[config.mk]
export PLATFORM = sky130hd
export DESIGN_NAME = mii_phy_end_flat
export DESIGN_NICKNAME = d
export VERILOG_FILES = /design/src/inc/mii_pkg.sv /design/src/inc/mii_if.sv /design/src/rtl/nib_fifo.sv /design/src/rtl/mii_phy_end.sv /design/src/flat_wrapper.sv
export SDC_FILE = /design/constraint.sdc
export NUM_CORES = 1
export LEC_CHECK = 0
export BUFFER_PORTS_ARGS = -buffer_cell sky130_fd_sc_hd__buf_4
export CORE_ASPECT_RATIO = 0.7
export CORE_MARGIN = 2
export CORE_UTILIZATION = 50
export CTS_CLUSTER_DIAMETER = 80
export DETAILED_ROUTE_END_ITERATION = 8
export HOLD_SLACK_MARGIN = 0.15
export PLACE_DENSITY = 0.74
export SETUP_SLACK_MARGIN = 0.15
export SYNTH_ARGS = -nofsm -noshare
export SYNTH_HDL_FRONTEND = slang
export SYNTH_HIERARCHICAL = 1
export SYNTH_SLANG_ARGS = --single-unit
[constraint.sdc]
create_clock -name clock -period 2.79 [get_ports clock]
set_input_delay 0.279 -clock clock [delete_from_list [all_inputs] [get_ports clock]]
set_output_delay 0.279 -clock clock [all_outputs]
set_load 0.01 [all_outputs]
[src/inc/mii_pkg.sv]
package mii_pkg;
    // system clock and nominal link clock periods
    localparam int CLK_PERIOD_NS = 100;
    localparam int LINK_PERIOD_10_NS = 400;
    localparam int LINK_PERIOD_100_NS = 40;
    // half period in system cycles, rounded down, never below one
    localparam int HALF_10_INT = (LINK_PERIOD_10_NS / 2) / CLK_PERIOD_NS;
    localparam int HALF_100_INT = (LINK_PERIOD_100_NS / 2) / CLK_PERIOD_NS;
    localparam int DIV_W = 4;
    localparam logic [DIV_W-1:0] HALF_10 =
        (HALF_10_INT < 1) ? DIV_W'(1) : DIV_W'(HALF_10_INT);
    localparam logic [DIV_W-1:0] HALF_100 =
        (HALF_100_INT < 1) ? DIV_W'(1) : DIV_W'(HALF_100_INT);
    localparam logic [DIV_W-1:0] DIV_ZERO = 4'h0;
    localparam logic [DIV_W-1:0] DIV_ONE = 4'h1;
    // nibble and receive buffer layout
    localparam int NIB_W = 4;
    localparam int FIFO_DEPTH = 4;
    localparam int RXW_ERR = NIB_W;
    localparam int RXW_EOF = NIB_W + 1;
    localparam int RXW_W = NIB_W + 2;
    localparam logic [NIB_W-1:0] NIB_IDLE = 4'h0;
    // receive clock source
    typedef enum logic {SRC_LOCAL, SRC_RECOVERED} rx_src_t;
endpackage

[src/inc/mii_if.sv]
`timescale 1ns/1ns
interface mii_if;
    import mii_pkg::*;
    logic tx_clk;
    logic rx_clk;
    logic tx_en;
    logic [NIB_W-1:0] txd;
    logic tx_er;
    logic rx_dv;
    logic [NIB_W-1:0] rxd;
    logic rx_er;

    modport phy (
        output tx_clk, rx_clk, rx_dv, rxd, rx_er,
        input tx_en, txd, tx_er
    );
    modport mac (
        input tx_clk, rx_clk, rx_dv, rxd, rx_er,
        output tx_en, txd, tx_er
    );
endinterface // mii_if

[src/rtl/nib_fifo.sv]
`timescale 1ns/1ns
module nib_fifo import mii_pkg::*; #(
    parameter int WIDTH = RXW_W,
    parameter int DEPTH = FIFO_DEPTH
) (
    input wire logic clock, // system clock
    input wire logic srst, // sync reset, high
    input wire logic in_valid, // write offered
    output logic in_ready, // room left
    input wire logic [WIDTH-1:0] in_data, // write word
    output logic out_valid, // word available
    input wire logic out_ready, // reader takes word
    output logic [WIDTH-1:0] out_data, // head word
    output logic full // no room
);
    localparam int AW = (DEPTH > 1) ? $clog2(DEPTH) : 1;
    localparam int CW = $clog2(DEPTH + 1);
    localparam logic [CW-1:0] CNT_ZERO = '0;
    localparam logic [CW-1:0] CNT_FULL = CW'(DEPTH);
    localparam logic [AW-1:0] PTR_LAST = AW'(DEPTH - 1);

    logic [WIDTH-1:0] mem [DEPTH];
    logic [AW-1:0] wr_ptr_r;
    logic [AW-1:0] rd_ptr_r;
    logic [CW-1:0] count_r;
    logic push;
    logic pop;

    ////////////////////////////////////////////////////////////////////
    // handshakes; full refuses writes so the source stalls
    assign full = (count_r == CNT_FULL);
    assign in_ready = ~full;
    assign out_valid = (count_r != CNT_ZERO);
    assign out_data = mem[rd_ptr_r];
    assign push = in_valid & in_ready;
    assign pop = out_valid & out_ready;

    // storage, no reset needed on data
    always_ff @(posedge clock) begin
        if (push) begin
            mem[wr_ptr_r] <= in_data;
        end
    end

    // pointers wrap at depth, which need not be a power of two
    always_ff @(posedge clock) begin
        if (srst) begin
            wr_ptr_r <= '0;
            rd_ptr_r <= '0;
        end else begin
            if (push) begin
                wr_ptr_r <= (wr_ptr_r == PTR_LAST) ? '0 : wr_ptr_r + 1'b1;
            end
            if (pop) begin
                rd_ptr_r <= (rd_ptr_r == PTR_LAST) ? '0 : rd_ptr_r + 1'b1;
            end
        end
    end

    // occupancy
    always_ff @(posedge clock) begin
        if (srst) begin
            count_r <= '0;
        end else if (push & ~pop) begin
            count_r <= count_r + 1'b1;
        end else if (pop & ~push) begin
            count_r <= count_r - 1'b1;
        end
    end
endmodule // nib_fifo

[src/rtl/mii_phy_end.sv]
// Overview of operation
// RQ1: transmit clock is quarter bit rate, balanced; at 100 Mb/s the code gives a 200 ns period, not 40 ns
// RQ2: receive clock quarter rate, phases at least 35%; at 100 Mb/s the code gives a 200 ns period, not 40 ns; a switch to local can give a 25% phase
// RQ3: receive clock follows recovered data while receiving
// RQ4: signal lost: receive clock from local reference
// RQ5: switch source only with valid low, bounded phases
// RQ6: mac raises enable with first preamble nibble
// RQ7: mac keeps enable high for whole frame
// RQ8: mac drops enable right after last nibble
// RQ9: transmit data ignored while enable low
// RQ10: error with enable sends invalid symbol
// RQ11: transmit error ignored at 10 Mb/s
// RQ12: mac drives or pulls down transmit error
// RQ13: valid spans frame, drops right after it
// RQ14: mac ignores receive lines while valid low
// RQ15: receive error flags bad nibble, clock synchronous
// RQ16: receive error makes mac report check error
`timescale 1ns/1ns
module mii_phy_end import mii_pkg::*; #(
    parameter int DEPTH = FIFO_DEPTH
) (
    input wire logic clock, // system clock
    input wire logic srst, // sync reset, high
    mii_if.phy mii, // link toward the mac
    input wire logic speed100, // 1: 100 Mb/s, 0: 10 Mb/s
    output logic med_tx_valid, // one-cycle symbol strobe
    output logic [NIB_W-1:0] med_tx_data, // nibble to encode
    output logic med_tx_invalid, // send invalid code instead
    input wire logic med_sig_ok, // signal present, async pin
    input wire logic med_align, // recovered clock edge pulse
    input wire logic med_rx_valid, // recovered nibble offered
    output logic med_rx_ready, // buffer has room
    input wire logic [NIB_W-1:0] med_rx_data, // recovered nibble
    input wire logic med_rx_err, // decode error on nibble
    input wire logic med_rx_eof // last nibble of frame
);
    logic [DIV_W-1:0] half;
    logic [DIV_W-1:0] half_end;
    logic [DIV_W-1:0] tx_cnt_r;
    logic tx_clk_r;
    logic tx_tick;
    logic tx_rise;
    logic [DIV_W-1:0] rx_cnt_r;
    logic rx_clk_r;
    logic rx_tick;
    logic rx_fall;
    logic sig_meta_r;
    logic sig_ok_r;
    rx_src_t src_r;
    logic in_frame_r;
    logic rx_dv_r;
    logic [NIB_W-1:0] rxd_r;
    logic rx_er_r;
    logic buf_valid;
    logic buf_pop;
    logic buf_full;
    logic [RXW_W-1:0] buf_data;
    logic [RXW_W-1:0] buf_in;
    logic med_tx_valid_r;
    logic [NIB_W-1:0] med_tx_data_r;
    logic med_tx_invalid_r;

    ////////////////////////////////////////////////////////////////////
    // transmit clock divider
    assign half = speed100 ? HALF_100 : HALF_10;
    assign half_end = half - DIV_ONE;
    // >= so a speed change mid-phase cannot stretch the count
    assign tx_tick = (tx_cnt_r >= half_end);
    assign tx_rise = tx_tick & ~tx_clk_r;

    // equal halves give a 50% duty cycle at either speed
    always_ff @(posedge clock) begin
        if (srst) begin
            tx_cnt_r <= DIV_ZERO;
            tx_clk_r <= 1'b0;
        end else if (tx_tick) begin
            tx_cnt_r <= DIV_ZERO;
            tx_clk_r <= ~tx_clk_r; // RQ1
        end else begin
            tx_cnt_r <= tx_cnt_r + DIV_ONE;
        end
    end

    assign mii.tx_clk = tx_clk_r;

    ////////////////////////////////////////////////////////////////////
    // transmit path toward the medium, sampled at the rising edge
    always_ff @(posedge clock) begin
        if (srst) begin
            med_tx_valid_r <= 1'b0;
            med_tx_data_r <= NIB_IDLE;
            med_tx_invalid_r <= 1'b0;
        end else begin
            med_tx_valid_r <= tx_rise & mii.tx_en; // RQ9
            if (tx_rise & mii.tx_en) begin
                med_tx_data_r <= mii.txd; // RQ9
                med_tx_invalid_r <= mii.tx_er & speed100; // RQ10 RQ11
            end
        end
    end

    assign med_tx_valid = med_tx_valid_r;
    assign med_tx_data = med_tx_data_r;
    assign med_tx_invalid = med_tx_invalid_r;

    ////////////////////////////////////////////////////////////////////
    // signal-present pin enters through two flops
    always_ff @(posedge clock) begin
        if (srst) begin
            sig_meta_r <= 1'b0;
            sig_ok_r <= 1'b0;
        end else begin
            sig_meta_r <= med_sig_ok;
            sig_ok_r <= sig_meta_r;
        end
    end

    // source changes only between frames, so no nibble is cut short
    always_ff @(posedge clock) begin
        if (srst) begin
            src_r <= SRC_LOCAL;
        end else if (~rx_dv_r & ~in_frame_r) begin // RQ5
            src_r <= sig_ok_r ? SRC_RECOVERED : SRC_LOCAL; // RQ3 RQ4
        end
    end

    ////////////////////////////////////////////////////////////////////
    // receive clock: own counter realigned on recovered edges, or
    // simply toggling with the local transmit reference
    assign rx_tick = (src_r == SRC_RECOVERED) ?
        (rx_cnt_r >= half_end) : tx_tick; // RQ4
    assign rx_fall = rx_tick & rx_clk_r;

    // realignment restarts a phase, lengthening it by under one half
    // period, well inside the two-period limit
    always_ff @(posedge clock) begin
        if (srst) begin
            rx_cnt_r <= DIV_ZERO;
        end else if (rx_tick | med_align) begin
            rx_cnt_r <= DIV_ZERO; // RQ3 RQ5
        end else begin
            rx_cnt_r <= rx_cnt_r + DIV_ONE;
        end
    end

    // phases never shorter than one half period, except at a switch back to the local reference
    always_ff @(posedge clock) begin
        if (srst) begin
            rx_clk_r <= 1'b0;
        end else if (rx_tick) begin
            rx_clk_r <= ~rx_clk_r; // RQ2
        end
    end

    assign mii.rx_clk = rx_clk_r;

    ////////////////////////////////////////////////////////////////////
    // recovered nibbles wait here until the receive clock takes them
    assign buf_in = {med_rx_eof, med_rx_err, med_rx_data};

    nib_fifo #(
        .WIDTH(RXW_W),
        .DEPTH(DEPTH)
    ) u_rx_buf (
        .clock(clock),
        .srst(srst),
        .in_valid(med_rx_valid),
        .in_ready(med_rx_ready),
        .in_data(buf_in),
        .out_valid(buf_valid),
        .out_ready(buf_pop),
        .out_data(buf_data),
        .full(buf_full)
    );

    // a frame starts only once the buffer is full, which rides out
    // jitter; never right after a frame, so valid falls between them
    assign buf_pop = rx_fall & buf_valid & (in_frame_r |
        (buf_full & ~rx_dv_r & (src_r == SRC_RECOVERED))); // RQ13

    // frame tracking; an underrun ends the frame early
    always_ff @(posedge clock) begin
        if (srst) begin
            in_frame_r <= 1'b0;
        end else if (buf_pop) begin
            in_frame_r <= ~buf_data[RXW_EOF];
        end else if (rx_fall) begin
            in_frame_r <= 1'b0;
        end
    end

    // outputs change on the falling edge, stable at the rising one
    always_ff @(posedge clock) begin
        if (srst) begin
            rx_dv_r <= 1'b0;
            rx_er_r <= 1'b0;
        end else if (rx_fall) begin
            rx_dv_r <= buf_pop; // RQ13
            rx_er_r <= buf_pop & buf_data[RXW_ERR]; // RQ15
        end
    end

    // data register holds its last value while valid is low
    always_ff @(posedge clock) begin
        if (srst) begin
            rxd_r <= NIB_IDLE;
        end else if (buf_pop) begin
            rxd_r <= buf_data[NIB_W-1:0];
        end
    end

    assign mii.rx_dv = rx_dv_r;
    assign mii.rxd = rxd_r;
    assign mii.rx_er = rx_er_r;
endmodule // mii_phy_end

[src/flat_wrapper.sv]
// flat-port wrapper written by rule: the top's interface ports become plain ports
module mii_phy_end_flat import mii_pkg::*;
#(
    parameter int DEPTH = FIFO_DEPTH
)
  (clock, srst, speed100, med_tx_valid, med_tx_data, med_tx_invalid, med_sig_ok, med_align, med_rx_valid, med_rx_ready, med_rx_data, med_rx_err, med_rx_eof, mii_tx_clk, mii_rx_clk, mii_rx_dv, mii_rxd, mii_rx_er, mii_tx_en, mii_txd, mii_tx_er);
  mii_if mii_i ();
  input wire logic clock;
  input wire logic srst;
  input wire logic speed100;
  output logic med_tx_valid;
  output logic [NIB_W-1:0] med_tx_data;
  output logic med_tx_invalid;
  input wire logic med_sig_ok;
  input wire logic med_align;
  input wire logic med_rx_valid;
  output logic med_rx_ready;
  input wire logic [NIB_W-1:0] med_rx_data;
  input wire logic med_rx_err;
  input wire logic med_rx_eof;
  output wire logic [$bits(mii_i.tx_clk)-1:0] mii_tx_clk;
  output wire logic [$bits(mii_i.rx_clk)-1:0] mii_rx_clk;
  output wire logic [$bits(mii_i.rx_dv)-1:0] mii_rx_dv;
  output wire logic [$bits(mii_i.rxd)-1:0] mii_rxd;
  output wire logic [$bits(mii_i.rx_er)-1:0] mii_rx_er;
  input wire logic [$bits(mii_i.tx_en)-1:0] mii_tx_en;
  input wire logic [$bits(mii_i.txd)-1:0] mii_txd;
  input wire logic [$bits(mii_i.tx_er)-1:0] mii_tx_er;
  assign mii_tx_clk = mii_i.tx_clk;
  assign mii_rx_clk = mii_i.rx_clk;
  assign mii_rx_dv = mii_i.rx_dv;
  assign mii_rxd = mii_i.rxd;
  assign mii_rx_er = mii_i.rx_er;
  assign mii_i.tx_en = mii_tx_en;
  assign mii_i.txd = mii_txd;
  assign mii_i.tx_er = mii_tx_er;
  mii_phy_end #(.DEPTH(DEPTH)) u_core (.clock(clock), .srst(srst), .mii(mii_i), .speed100(speed100), .med_tx_valid(med_tx_valid), .med_tx_data(med_tx_data), .med_tx_invalid(med_tx_invalid), .med_sig_ok(med_sig_ok), .med_align(med_align), .med_rx_valid(med_rx_valid), .med_rx_ready(med_rx_ready), .med_rx_data(med_rx_data), .med_rx_err(med_rx_err), .med_rx_eof(med_rx_eof));
endmodule
==> flow_summary.json, run 1 <==
{
  "synth_top_family_by_area": "simple AND/OR/NAND/NOR gates",
  "unrepaired_setup_endpoints_after_global_routing": "true",
  "max-cap-violations": 0,
  "final_nets": 267,
  "num_rows": 21,
  "detailedPlacementHpwl_um": 2716,
  "placeableCoreArea_sq_um": 4703,
  "placement.cell_area_sq_um": 2770,
  "area_of_all_sequential_standard_cells_sq_um": 1424,
  "synth_nets": 214,
  "detail_route.drc_violations": 0,
  "crit_required_ps": 3050,
  "gpl.final_weighted_congestion": 0.8114,
  "clkSinkCount": 59,
  "htree_num_levels": 3,
  "worst_r2r_endpoint": "u_core/u_rx_buf/count_r[2]",
  "power_mw": 1.933,
  "synth_top_cells_by_area": "edfxtp_1, dfxtp_1, mux4_2, ha_1, mux2i_1",
  "chipHeight_um": 61.91,
  "floorplan.initialDensity_pct": 50.92,
  "hold-path-cell-count": 3,
  "achievable-frequency_mhz": 365.9,
  "layout.filler_cells": 353,
  "routed_wirelength_um": 3933,
  "multiInputGateArea_sq_um": 929.6,
  "postSynth.topFlopCell": "dfxtp_1",
  "cts_buffers": 9,
  "worst_hold_path_type": "primary input to flop",
  "power_per_cell_area_nw_per_um2": 635.2,
  "ir_worst_vdd_mv": 0.4669,
  "postSynthAreaPerCell_sq_um": 12.94,
  "synth_top_area_cell": "edfxtp_1",
  "cts.reportedPaths.clkPinSlew_ps": 60,
  "clock_path_buffers": 2,
  "clock_skew_ps": 6.005,
  "drt-vias-per-instance": 4.957,
  "static-leakage-power_nw": 1.224,
  "finalCritPeriodShare_pct": 97.96,
  "final_layout_size_suffix_gt1_share_pct": 36.21,
  "crit_type": "flop to flop",
  "grt_antenna_before_repair": 0,
  "floorplan.die.width_um": 86.72,
  "grt_max_degree": 26,
  "finish.cell_count_without_fillers": 300,
  "synth.most_common_cell": "dfxtp_1",
  "synthCells": 185,
  "antenna-diode-count": 0,
  "full_die_area_sq_um": 5368,
  "worst_hold_path.endpoint": "u_core/med_tx_data[3]",
  "yosys-top-cells-count": "dfxtp_1, edfxtp_1, nor2_1",
  "fin_crit_ps": 2733,
  "grt_first_pass_wirelength_um": 6244,
  "syn_to_final_growth_pct": 27.06,
  "r2r_slack_ps": 60,
  "stdcell_area_sq_um": 3043,
  "ys_seq_area_share_pct": 59.35,
  "ant_nets": 0,
  "pre_cts_slack_ps": -128.0,
  "compound_cell_area_share_of_the_yosys_netlist_pct": 5.538,
  "detail_route.iter0.violations": 69,
  "holdCritStartpoint": "mii_txd[3]",
  "synth-async-reset-ratio_pct": 0,
  "setup_violations": 0,
  "via_count": 1487,
  "ctsRootBufferMaster": "clkbuf_8",
  "outcome": "finished, final reports clean",
  "drt_pass1_iterations": 4,
  "post_syn_area_sq_um": 2395,
  "finalHoldViolCount": 0,
  "final_critical_path_setup_slack_ps": 56.94,
  "yosysTopAreaCellShare_pct": 30.09,
  "synthAdderAreaFrac_pct": 6.061,
  "crit_arrival_ps": 2990,
  "synth_enable_flop_cells": 24,
  "first_global_vias": 1336,
  "xor_xnor_cell_area_share_of_the_yosys_netlist_pct": 2.194,
  "number_of_distinct_standard_cells_referenced_by_the_synthesized_netlist": 40,
  "crit_path_end_kind": "flop",
  "yosysWarningCount": 6,
  "groute.usage.overall_pct": 16.42,
  "ys_ff_latch": 59,
  "r2r_cells": 12,
  "start_kind": "flop",
  "io-pin-count": 33,
  "yosys-mux-area-fraction_pct": 9.822,
  "place.port_buffers": 32,
  "critical_path.max_fanout": 2,
  "clk_latency_ps": 320,
  "hold_ws_ps": 192.3,
  "placedCellCount": 276,
  "tritoncts": "built",
  "globalRoute.totalOverflow": 0,
  "number_of_pins_exceeding_their_max_slew_limit_in_the_final_report": 0,
  "synth_simple_gate_area_share_pct": 13.69,
  "crit-reg2reg-launch": "u_core/tx_cnt_r[0]",
  "detail_route.wl_per_cell_um": 13.11
}
-- placed cells by master (no fill, tap or decap), types with 3 or more instances in the layout --
cell,n
nand3_1,3
clkbuf_8,13
buf_4,42
xor2_1,3
dfxtp_1,33
mux2i_1,10
nor2_1,16
ha_1,9
a21oi_1,5
nand2_1,12
nor2b_1,3
edfxtp_1,24
mux4_2,6
xnor2_1,3
and3_2,4
o21ai_0,4
dlygate4sd3_1,7
nor3_1,3
inv_1,10
-- critical path, stage by stage (launching register included) --
cell and delay, ps:
dfxtp_2 320, inv_1 40, ha_1 260, or4b_4 510, nor3_4 190, nor4_4 70
o31ai_4 70, ha_2 230, inv_2 40, fa_2 340, xor2_1 170, or3_4 330
a21oi_2 110
-- repair_timing --
item                                   in CTS  in global routing
setup endpoints to repair                   1                  1
gates resized for setup                     1                  0
pin swaps                                   3                  0
buffers inserted                            1                  0
hold buffers                                7                  0
gates cloned                                0                  0
endpoints found under the hold margin      23                  0
-- through the flow --
| stage | setup TNS, ps | utilization, % |
|---|---|---|
| after floorplan | -125.4 | - |
| after global placement | -98.14 | 58.90 |
| after detailed placement | -128.0 | 58.90 |
| after CTS | 0 | 64.70 |
| after global routing | -89.59 | 64.70 |
| final | 0 | 64.70 |
-- state kept, by name, summed over array words and instances (netlist names), 2 cells and up, named ones only --
register	cells
u_core/rx_cnt_r	4
u_core/u_rx_buf/rd_ptr_r	2
u_core/med_tx_data	4
u_core/u_rx_buf/count_r	3
u_core/tx_cnt_r	4
u_core/u_rx_buf/wr_ptr_r	2
u_core/mii.rxd	4
u_core/u_rx_buf/mem	24
-- logic make-up after synthesis --
family	count (synthesis)
AO/OA/AOI/OAI	19
XOR/XNOR	6
adder cells (fa/ha/maj)	11
buffers and inverters	18
flip-flops	59
multiplexers	16
other	1
AND/OR/NAND/NOR	55
-- worst max path at each step --
stage                             from                          to  slack (ps)  depth (start not counted)
global route        u_core/tx_cnt_r[0]  u_core/u_rx_buf/count_r[2]         -90                         12
floorplan           u_core/tx_cnt_r[0]  u_core/u_rx_buf/count_r[2]        -130                         12
finish              u_core/tx_cnt_r[0]  u_core/u_rx_buf/count_r[2]          60                         12
CTS                 u_core/tx_cnt_r[0]  u_core/u_rx_buf/count_r[2]          50                         12
global placement              speed100  u_core/u_rx_buf/count_r[2]        -100                         13
detailed placement            speed100  u_core/u_rx_buf/count_r[2]        -130                         13
-- power breakdown --
group          switching [mW]  internal [mW]  total, mW
clock                   0.289          0.419      0.708
combinational           0.112          0.124      0.237
sequential             0.0361          0.953      0.989
total                   0.437           1.50       1.93
-- routing by layer --
metal / track usage (%) / wire length (um) / up-vias
met5: 0 / 0 / -
met4: 6.027 / 18 / 0
met3: 8.851 / 241 / 2
met2: 22.75 / 1661 / 28
met1: 21.94 / 2011 / 693
li1: - / - / 764
-- cell type report --
cell class	instances	share of cell area [%]
clock buffers	15	6.127
clock inverters	1	0.1645
inverters	11	1.357
multi-input cells	108	30.55
flip-flops and latches	59	46.79
well taps	57	2.344
repair buffers	49	12.66
No activity file was read; power rests on OpenSTA's default activity.
==> run 2, diff against run 1 <==
--- a/config.mk
+++ b/config.mk
@@ -6,6 +6,7 @@
 export NUM_CORES = 1
 export LEC_CHECK = 0
 export BUFFER_PORTS_ARGS = -buffer_cell sky130_fd_sc_hd__buf_4
+export CAP_MARGIN = 20
 export CORE_ASPECT_RATIO = 0.7
 export CORE_MARGIN = 2
 export CORE_UTILIZATION = 50
@@ -13,7 +14,9 @@
 export DETAILED_ROUTE_END_ITERATION = 8
 export HOLD_SLACK_MARGIN = 0.15
 export PLACE_DENSITY = 0.74
+export RECOVER_POWER = 50
 export SETUP_SLACK_MARGIN = 0.15
+export SLEW_MARGIN = 0
 export SYNTH_ARGS = -nofsm -noshare
 export SYNTH_HDL_FRONTEND = slang
 export SYNTH_HIERARCHICAL = 1
==> flow_summary.json, run 2 (synthesis results as in run 1) <==
{
  "outcome": "finished, final reports clean",
  "placeableCoreArea_sq_um": 4703,
  "power_per_cell_area_nw_per_um2": 648.4,
  "max-cap-violations": 0,
  "grt_antenna_before_repair": 0,
  "unrepaired_setup_endpoints_after_global_routing": "true",
  "detail_route.iter0.violations": 66,
  "static-leakage-power_nw": 1.139,
  "final_layout_size_suffix_gt1_share_pct": 26.34,
  "drt_pass1_iterations": 4,
  "grt_first_pass_wirelength_um": 6244,
  "achievable-frequency_mhz": 365.6,
  "num_rows": 21,
  "layout.filler_cells": 372,
  "crit_path_top_delay_cell": "or4b_4",
  "gpl.final_weighted_congestion": 0.8114,
  "htree_num_levels": 3,
  "power_mw": 1.919,
  "stdcell_area_sq_um": 2959,
  "finalCritPeriodShare_pct": 98.05,
  "tritoncts": "built",
  "crit_type": "flop to flop",
  "via_count": 1479,
  "drt-vias-per-instance": 4.930,
  "syn_to_final_growth_pct": 23.56,
  "start_kind": "flop",
  "grt_busiest_layer": "met2",
  "clock_path_buffers": 2,
  "number_of_flip_flops_in_the_largest_register": 24,
  "setup_tns_final_ps": 0,
  "placement.cell_area_sq_um": 2770,
  "layout_common_cells": "dfxtp_1, edfxtp_1, clkbuf_1",
  "worst_hold_path_type": "primary input to flop",
  "floorplan.initialDensity_pct": 50.92,
  "grtUsageMet3_pct": 8.851,
  "crit_required_ps": 3050,
  "clkSinkCount": 59,
  "antenna-diode-count": 0,
  "clk_latency_ps": 320,
  "first_global_vias": 1336,
  "place.port_buffers": 32,
  "cts_buffers": 9,
  "full_die_area_sq_um": 5368,
  "routed_wirelength_um": 3945,
  "chipHeight_um": 61.91,
  "floorplan.die.width_um": 86.72,
  "setup_violations": 0,
  "r2r_slack_ps": 50,
  "groute.usage.overall_pct": 16.42,
  "crit_path_end_kind": "flop",
  "postLayoutCoreUtil_pct": 62.92,
  "ctsRootBufferMaster": "clkbuf_8",
  "detail_route.drc_violations": 0,
  "fin_crit_ps": 2736,
  "critical_path.max_fanout": 2,
  "io-pin-count": 33,
  "clock_skew_ps": 5.890,
  "global_route.usage.met2_pct": 22.75,
  "detailedPlacementHpwl_um": 2716,
  "final_nets": 267,
  "cp_slowest_stage_delay_ps": 500,
  "layout.cells.most_common": "dfxtp_1",
  "crit_arrival_ps": 3000,
  "detail_route.wl_per_cell_um": 13.15,
  "critical_path.cell_chain": "inv_1, ha_1, or4b_4, nor3_4, nor4_4, o31ai_4, ha_2, inv_2, fa_2, xor2_1, or3_4, a21oi_2",
  "register_ranked_first_by_flip_flop_count": "u_core/u_rx_buf/mem",
  "grt_max_degree": 26,
  "ir_worst_vdd_mv": 0.4666,
  "grt_use_met1_pct": 21.94,
  "finalHoldViolCount": 0,
  "cts.reportedPaths.clkPinSlew_ps": 60,
  "ant_nets": 0,
  "number_of_pins_exceeding_their_max_slew_limit_in_the_final_report": 0,
  "globalRoute.totalOverflow": 0
}
==> run 2: critical path, delay by kind of cell (launching register included) <==
family / cells / cell delay (ps)
simple gates: 4 / 1080
flops: 1 / 320
fa+ha+maj: 3 / 830
xor+xnor: 1 / 170
buf+inv: 2 / 80
compound gates: 2 / 180
==> run 2: worst paths after layout <==
path,startpoint,end,cells after the start
max,u_core/tx_cnt_r[0],u_core/u_rx_buf/count_r[2],12
min,mii_txd[3],u_core/med_tx_data[3],3
max reg2reg,u_core/tx_cnt_r[0],u_core/u_rx_buf/count_r[2],12
min reg2reg,u_core/sig_ok_r,u_core/src_r,2
==> run 2: area by class of cell <==
cell class	instances	area, sq um	share of cell area, %
flip-flops and latches	59	1424	48.12
multi-input cells	108	924.6	31.25
repair buffers	49	306.5	10.36
clock buffers	15	186.4	6.300
well taps	57	71.32	2.410
inverters	11	41.29	1.395
clock inverters	1	5.005	0.1691
==> run 2: repair_timing <==
action                                 CTS  global route
setup endpoints to repair                1             1
endpoints found under the hold margin   23             0
pin swaps                                3             0
gates resized for setup                  1             0
hold buffers                             7             0
setup buffers                            1             0
gates cloned                             0             0
==> run 2: routing by layer <==
layer  up-vias  wire (um)
met1       690       2064
met5         -          0
met3         2        206
li1        763          -
met4         0         18
met2        24       1656
==> run 2: per-stage QoR <==
| stage | hold WS [ps] | worst slack [ps] | cells |
|---|---|---|---|
| 3_3_place_gp | 431.2 | -98.14 | 276 |
| 6_report | 192.6 | 54.46 | 300 |
| 2_1_floorplan | 377.9 | -125.4 | 185 |
| 5_1_grt | 178.8 | -89.59 | 300 |
| 3_5_place_dp | 437.4 | -128.0 | 276 |
| 4_1_cts | 177.5 | 50.36 | 300 |
==> run 2: report_power, final <==
group,switching [mW],leakage (nW),internal (mW),total [mW]
clock network,0.290,0.0997,0.419,0.709
registers,0.0358,0.506,0.952,0.988
logic,0.112,0.533,0.109,0.221
total,0.438,1.14,1.48,1.92
==> run 3, diff against run 2 <==
--- a/config.mk
+++ b/config.mk
@@ -9,11 +9,11 @@
 export CAP_MARGIN = 20
 export CORE_ASPECT_RATIO = 0.7
 export CORE_MARGIN = 2
-export CORE_UTILIZATION = 50
+export CORE_UTILIZATION = 55
 export CTS_CLUSTER_DIAMETER = 80
 export DETAILED_ROUTE_END_ITERATION = 8
 export HOLD_SLACK_MARGIN = 0.15
-export PLACE_DENSITY = 0.74
+export PLACE_DENSITY = 0.77
 export RECOVER_POWER = 50
 export SETUP_SLACK_MARGIN = 0.15
 export SLEW_MARGIN = 0
==> constraint.sdc (replaced) <==
create_clock -name clock -period 2.68 [get_ports clock]
set_input_delay 0.268 -clock clock [delete_from_list [all_inputs] [get_ports clock]]
set_output_delay 0.268 -clock clock [all_outputs]
set_load 0.01 [all_outputs]
==> flow_summary.json, run 3 (synthesis results as in run 1) <==
{
  "ir_worst_vdd_mv": 0.4258,
  "unrepaired_setup_endpoints_after_global_routing": "true",
  "htree_num_levels": 3,
  "crit-reg2reg-launch": "u_core/rx_cnt_r[0]",
  "globalRoute.totalOverflow": 0,
  "io-pin-count": 33,
  "holdCritStartpoint": "mii_txd[2]",
  "crit_arrival_ps": 3000,
  "achievable-frequency_mhz": 365.6,
  "crit_type": "flop to flop",
  "number_of_flip_flops_in_the_largest_register": 24,
  "chipHeight_um": 59.21,
  "first_global_vias": 1621,
  "cts.reportedPaths.clkPinSlew_ps": 60,
  "placeableCoreArea_sq_um": 4254,
  "antenna-diode-count": 0,
  "ant_nets": 0,
  "clock_skew_ps": 5.227,
  "power.switching_fraction_pct": 23.93,
  "grt_first_pass_wirelength_um": 7527,
  "routed_wirelength_um": 4814,
  "setup_violations": 1,
  "finalHoldViolCount": 0,
  "layout.cells.most_common": "dfxtp_1",
  "full_die_area_sq_um": 4907,
  "worst_r2r_endpoint": "u_core/u_rx_buf/count_r[2]",
  "ctsRootBufferMaster": "clkbuf_8",
  "gpl.final_weighted_congestion": 0.7109,
  "number_of_pins_exceeding_their_max_slew_limit_in_the_final_report": 0,
  "place.port_buffers": 32,
  "final_nets": 274,
  "detail_route.iter0.violations": 113,
  "groute.usage.overall_pct": 21.01,
  "grt_antenna_before_repair": 0,
  "register_ranked_first_by_flip_flop_count": "u_core/u_rx_buf/mem",
  "crit_path_end_kind": "flop",
  "placement.cell_area_sq_um": 2775,
  "placedCellCount": 275,
  "syn_to_final_growth_pct": 27.27,
  "detail_route.wl_per_cell_um": 15.78,
  "start_kind": "flop",
  "clk_latency_ps": 330,
  "clock_path_buffers": 2,
  "floorplan.die.width_um": 82.87,
  "grt_max_degree": 26,
  "clkSinkCount": 59,
  "finalCritPeriodShare_pct": 102.1,
  "stdcell_area_sq_um": 3048,
  "worst_hold_path.endpoint": "u_core/med_tx_data[2]",
  "seqPwrFrac_pct": 51.1,
  "power_frac_comb_pct": 13.3,
  "finish.cell_count_without_fillers": 305,
  "power_per_cell_area_nw_per_um2": 662.9,
  "tritoncts": "built",
  "floorplan.initialDensity_pct": 56.29,
  "hold-path-cell-count": 3,
  "via_count": 1621,
  "clockPowerShare_pct": 35.6,
  "static-leakage-power_nw": 1.179,
  "internal_power_mw": 1.537,
  "cts_buffers": 9,
  "drt-vias-per-instance": 5.315,
  "crit_required_ps": 2940,
  "detail_route.drc_violations": 0,
  "violations": "negative setup slack",
  "layout_common_cells": "dfxtp_1, buf_4, edfxtp_1",
  "critical_path.max_fanout": 2,
  "fin_crit_ps": 2735,
  "switching_power_uw": 483.5,
  "num_rows": 20,
  "final_layout_size_suffix_gt1_share_pct": 33.60,
  "worst_hold_path_type": "primary input to flop",
  "drt_pass1_iterations": 4,
  "detailedPlacementHpwl_um": 3301,
  "max-cap-violations": 0,
  "r2r_cells": 12,
  "outcome": "complete, but fails checks",
  "r2r_slack_ps": -60,
  "final_critical_path_setup_slack_ps": -55.31
}
-- run 3: routing by layer --
layer / GRT usage (%) / share of wire [%] / vias up
li1: - / - / 775
met4: 11.48 / 2.2 / 0
met3: 6.825 / 4.7 / 9
met5: 0 / 0 / -
met2: 37.10 / 50 / 47
met1: 23.19 / 43 / 790
-- run 3: through the flow --
step	setup TNS [ps]	worst slack, ps	hold WS (ps)	power [mW]	utilization, %
2_1_floorplan	-263.4	-235.4	366.9	1.199	-
5_1_grt	-142.5	-142.5	196.0	2.106	71.65
6_report	-55.31	-55.31	176.5	2.020	71.65
3_3_place_gp	-186.9	-186.9	429.0	1.271	65.24
3_5_place_dp	-317.5	-276.6	429.3	1.293	65.24
4_1_cts	-35.27	-35.27	164.1	2.023	71.74
-- run 3: how the worst max path moves through the flow --
| stage | cells past startpoint | startpoint | to |
|---|---|---|---|
| after detailed placement | 13 | speed100 | u_core/u_rx_buf/count_r[2] |
| final | 12 | u_core/rx_cnt_r[0] | u_core/u_rx_buf/count_r[2] |
| after global placement | 13 | speed100 | u_core/u_rx_buf/count_r[2] |
| after floorplan | 12 | u_core/tx_cnt_r[0] | u_core/u_rx_buf/count_r[2] |
| after global routing | 12 | u_core/rx_cnt_r[0] | u_core/u_rx_buf/count_r[2] |
| after CTS | 12 | u_core/rx_cnt_r[0] | u_core/u_rx_buf/count_r[2] |
-- run 3: timing repair --
action,4_1_cts,5_1_grt
setup buffers,1,6
endpoints found under the hold margin,25,0
resized for setup,3,11
pin swaps,3,3
setup endpoints to repair,2,2
hold buffers,7,0
-- run 3: layout make-up --
cell class              instances  area (sq um)
multi-input cells             108         963.4
flip-flops and latches         59          1433
clock inverters                 2         10.01
repair buffers                 56         359.1
well taps                      55         68.82
fillers                       287          1206
inverters                      11         41.29
clock buffers                  14         172.7
-- run 3: worst max-delay path, cell delays in order, from the launching register on --
cell,delay [ps]
dfxtp_2,320
inv_2,60
ha_4,100
or4b_4,470
nor3b_4,300
nor4_4,100
o31ai_4,80
ha_2,230
inv_2,40
fa_2,360
xor2_1,180
or3_4,330
a21oi_2,110
-- run 3: power by group through the flow --
stage	sequential, mW	clock (mW)	combinational (mW)
final	1.03	0.719	0.269
after global routing	1.04	0.776	0.293
after CTS	1.03	0.734	0.258
after detailed placement	1.05	0	0.244
after global placement	1.04	0	0.228
after floorplan	1.04	0	0.155
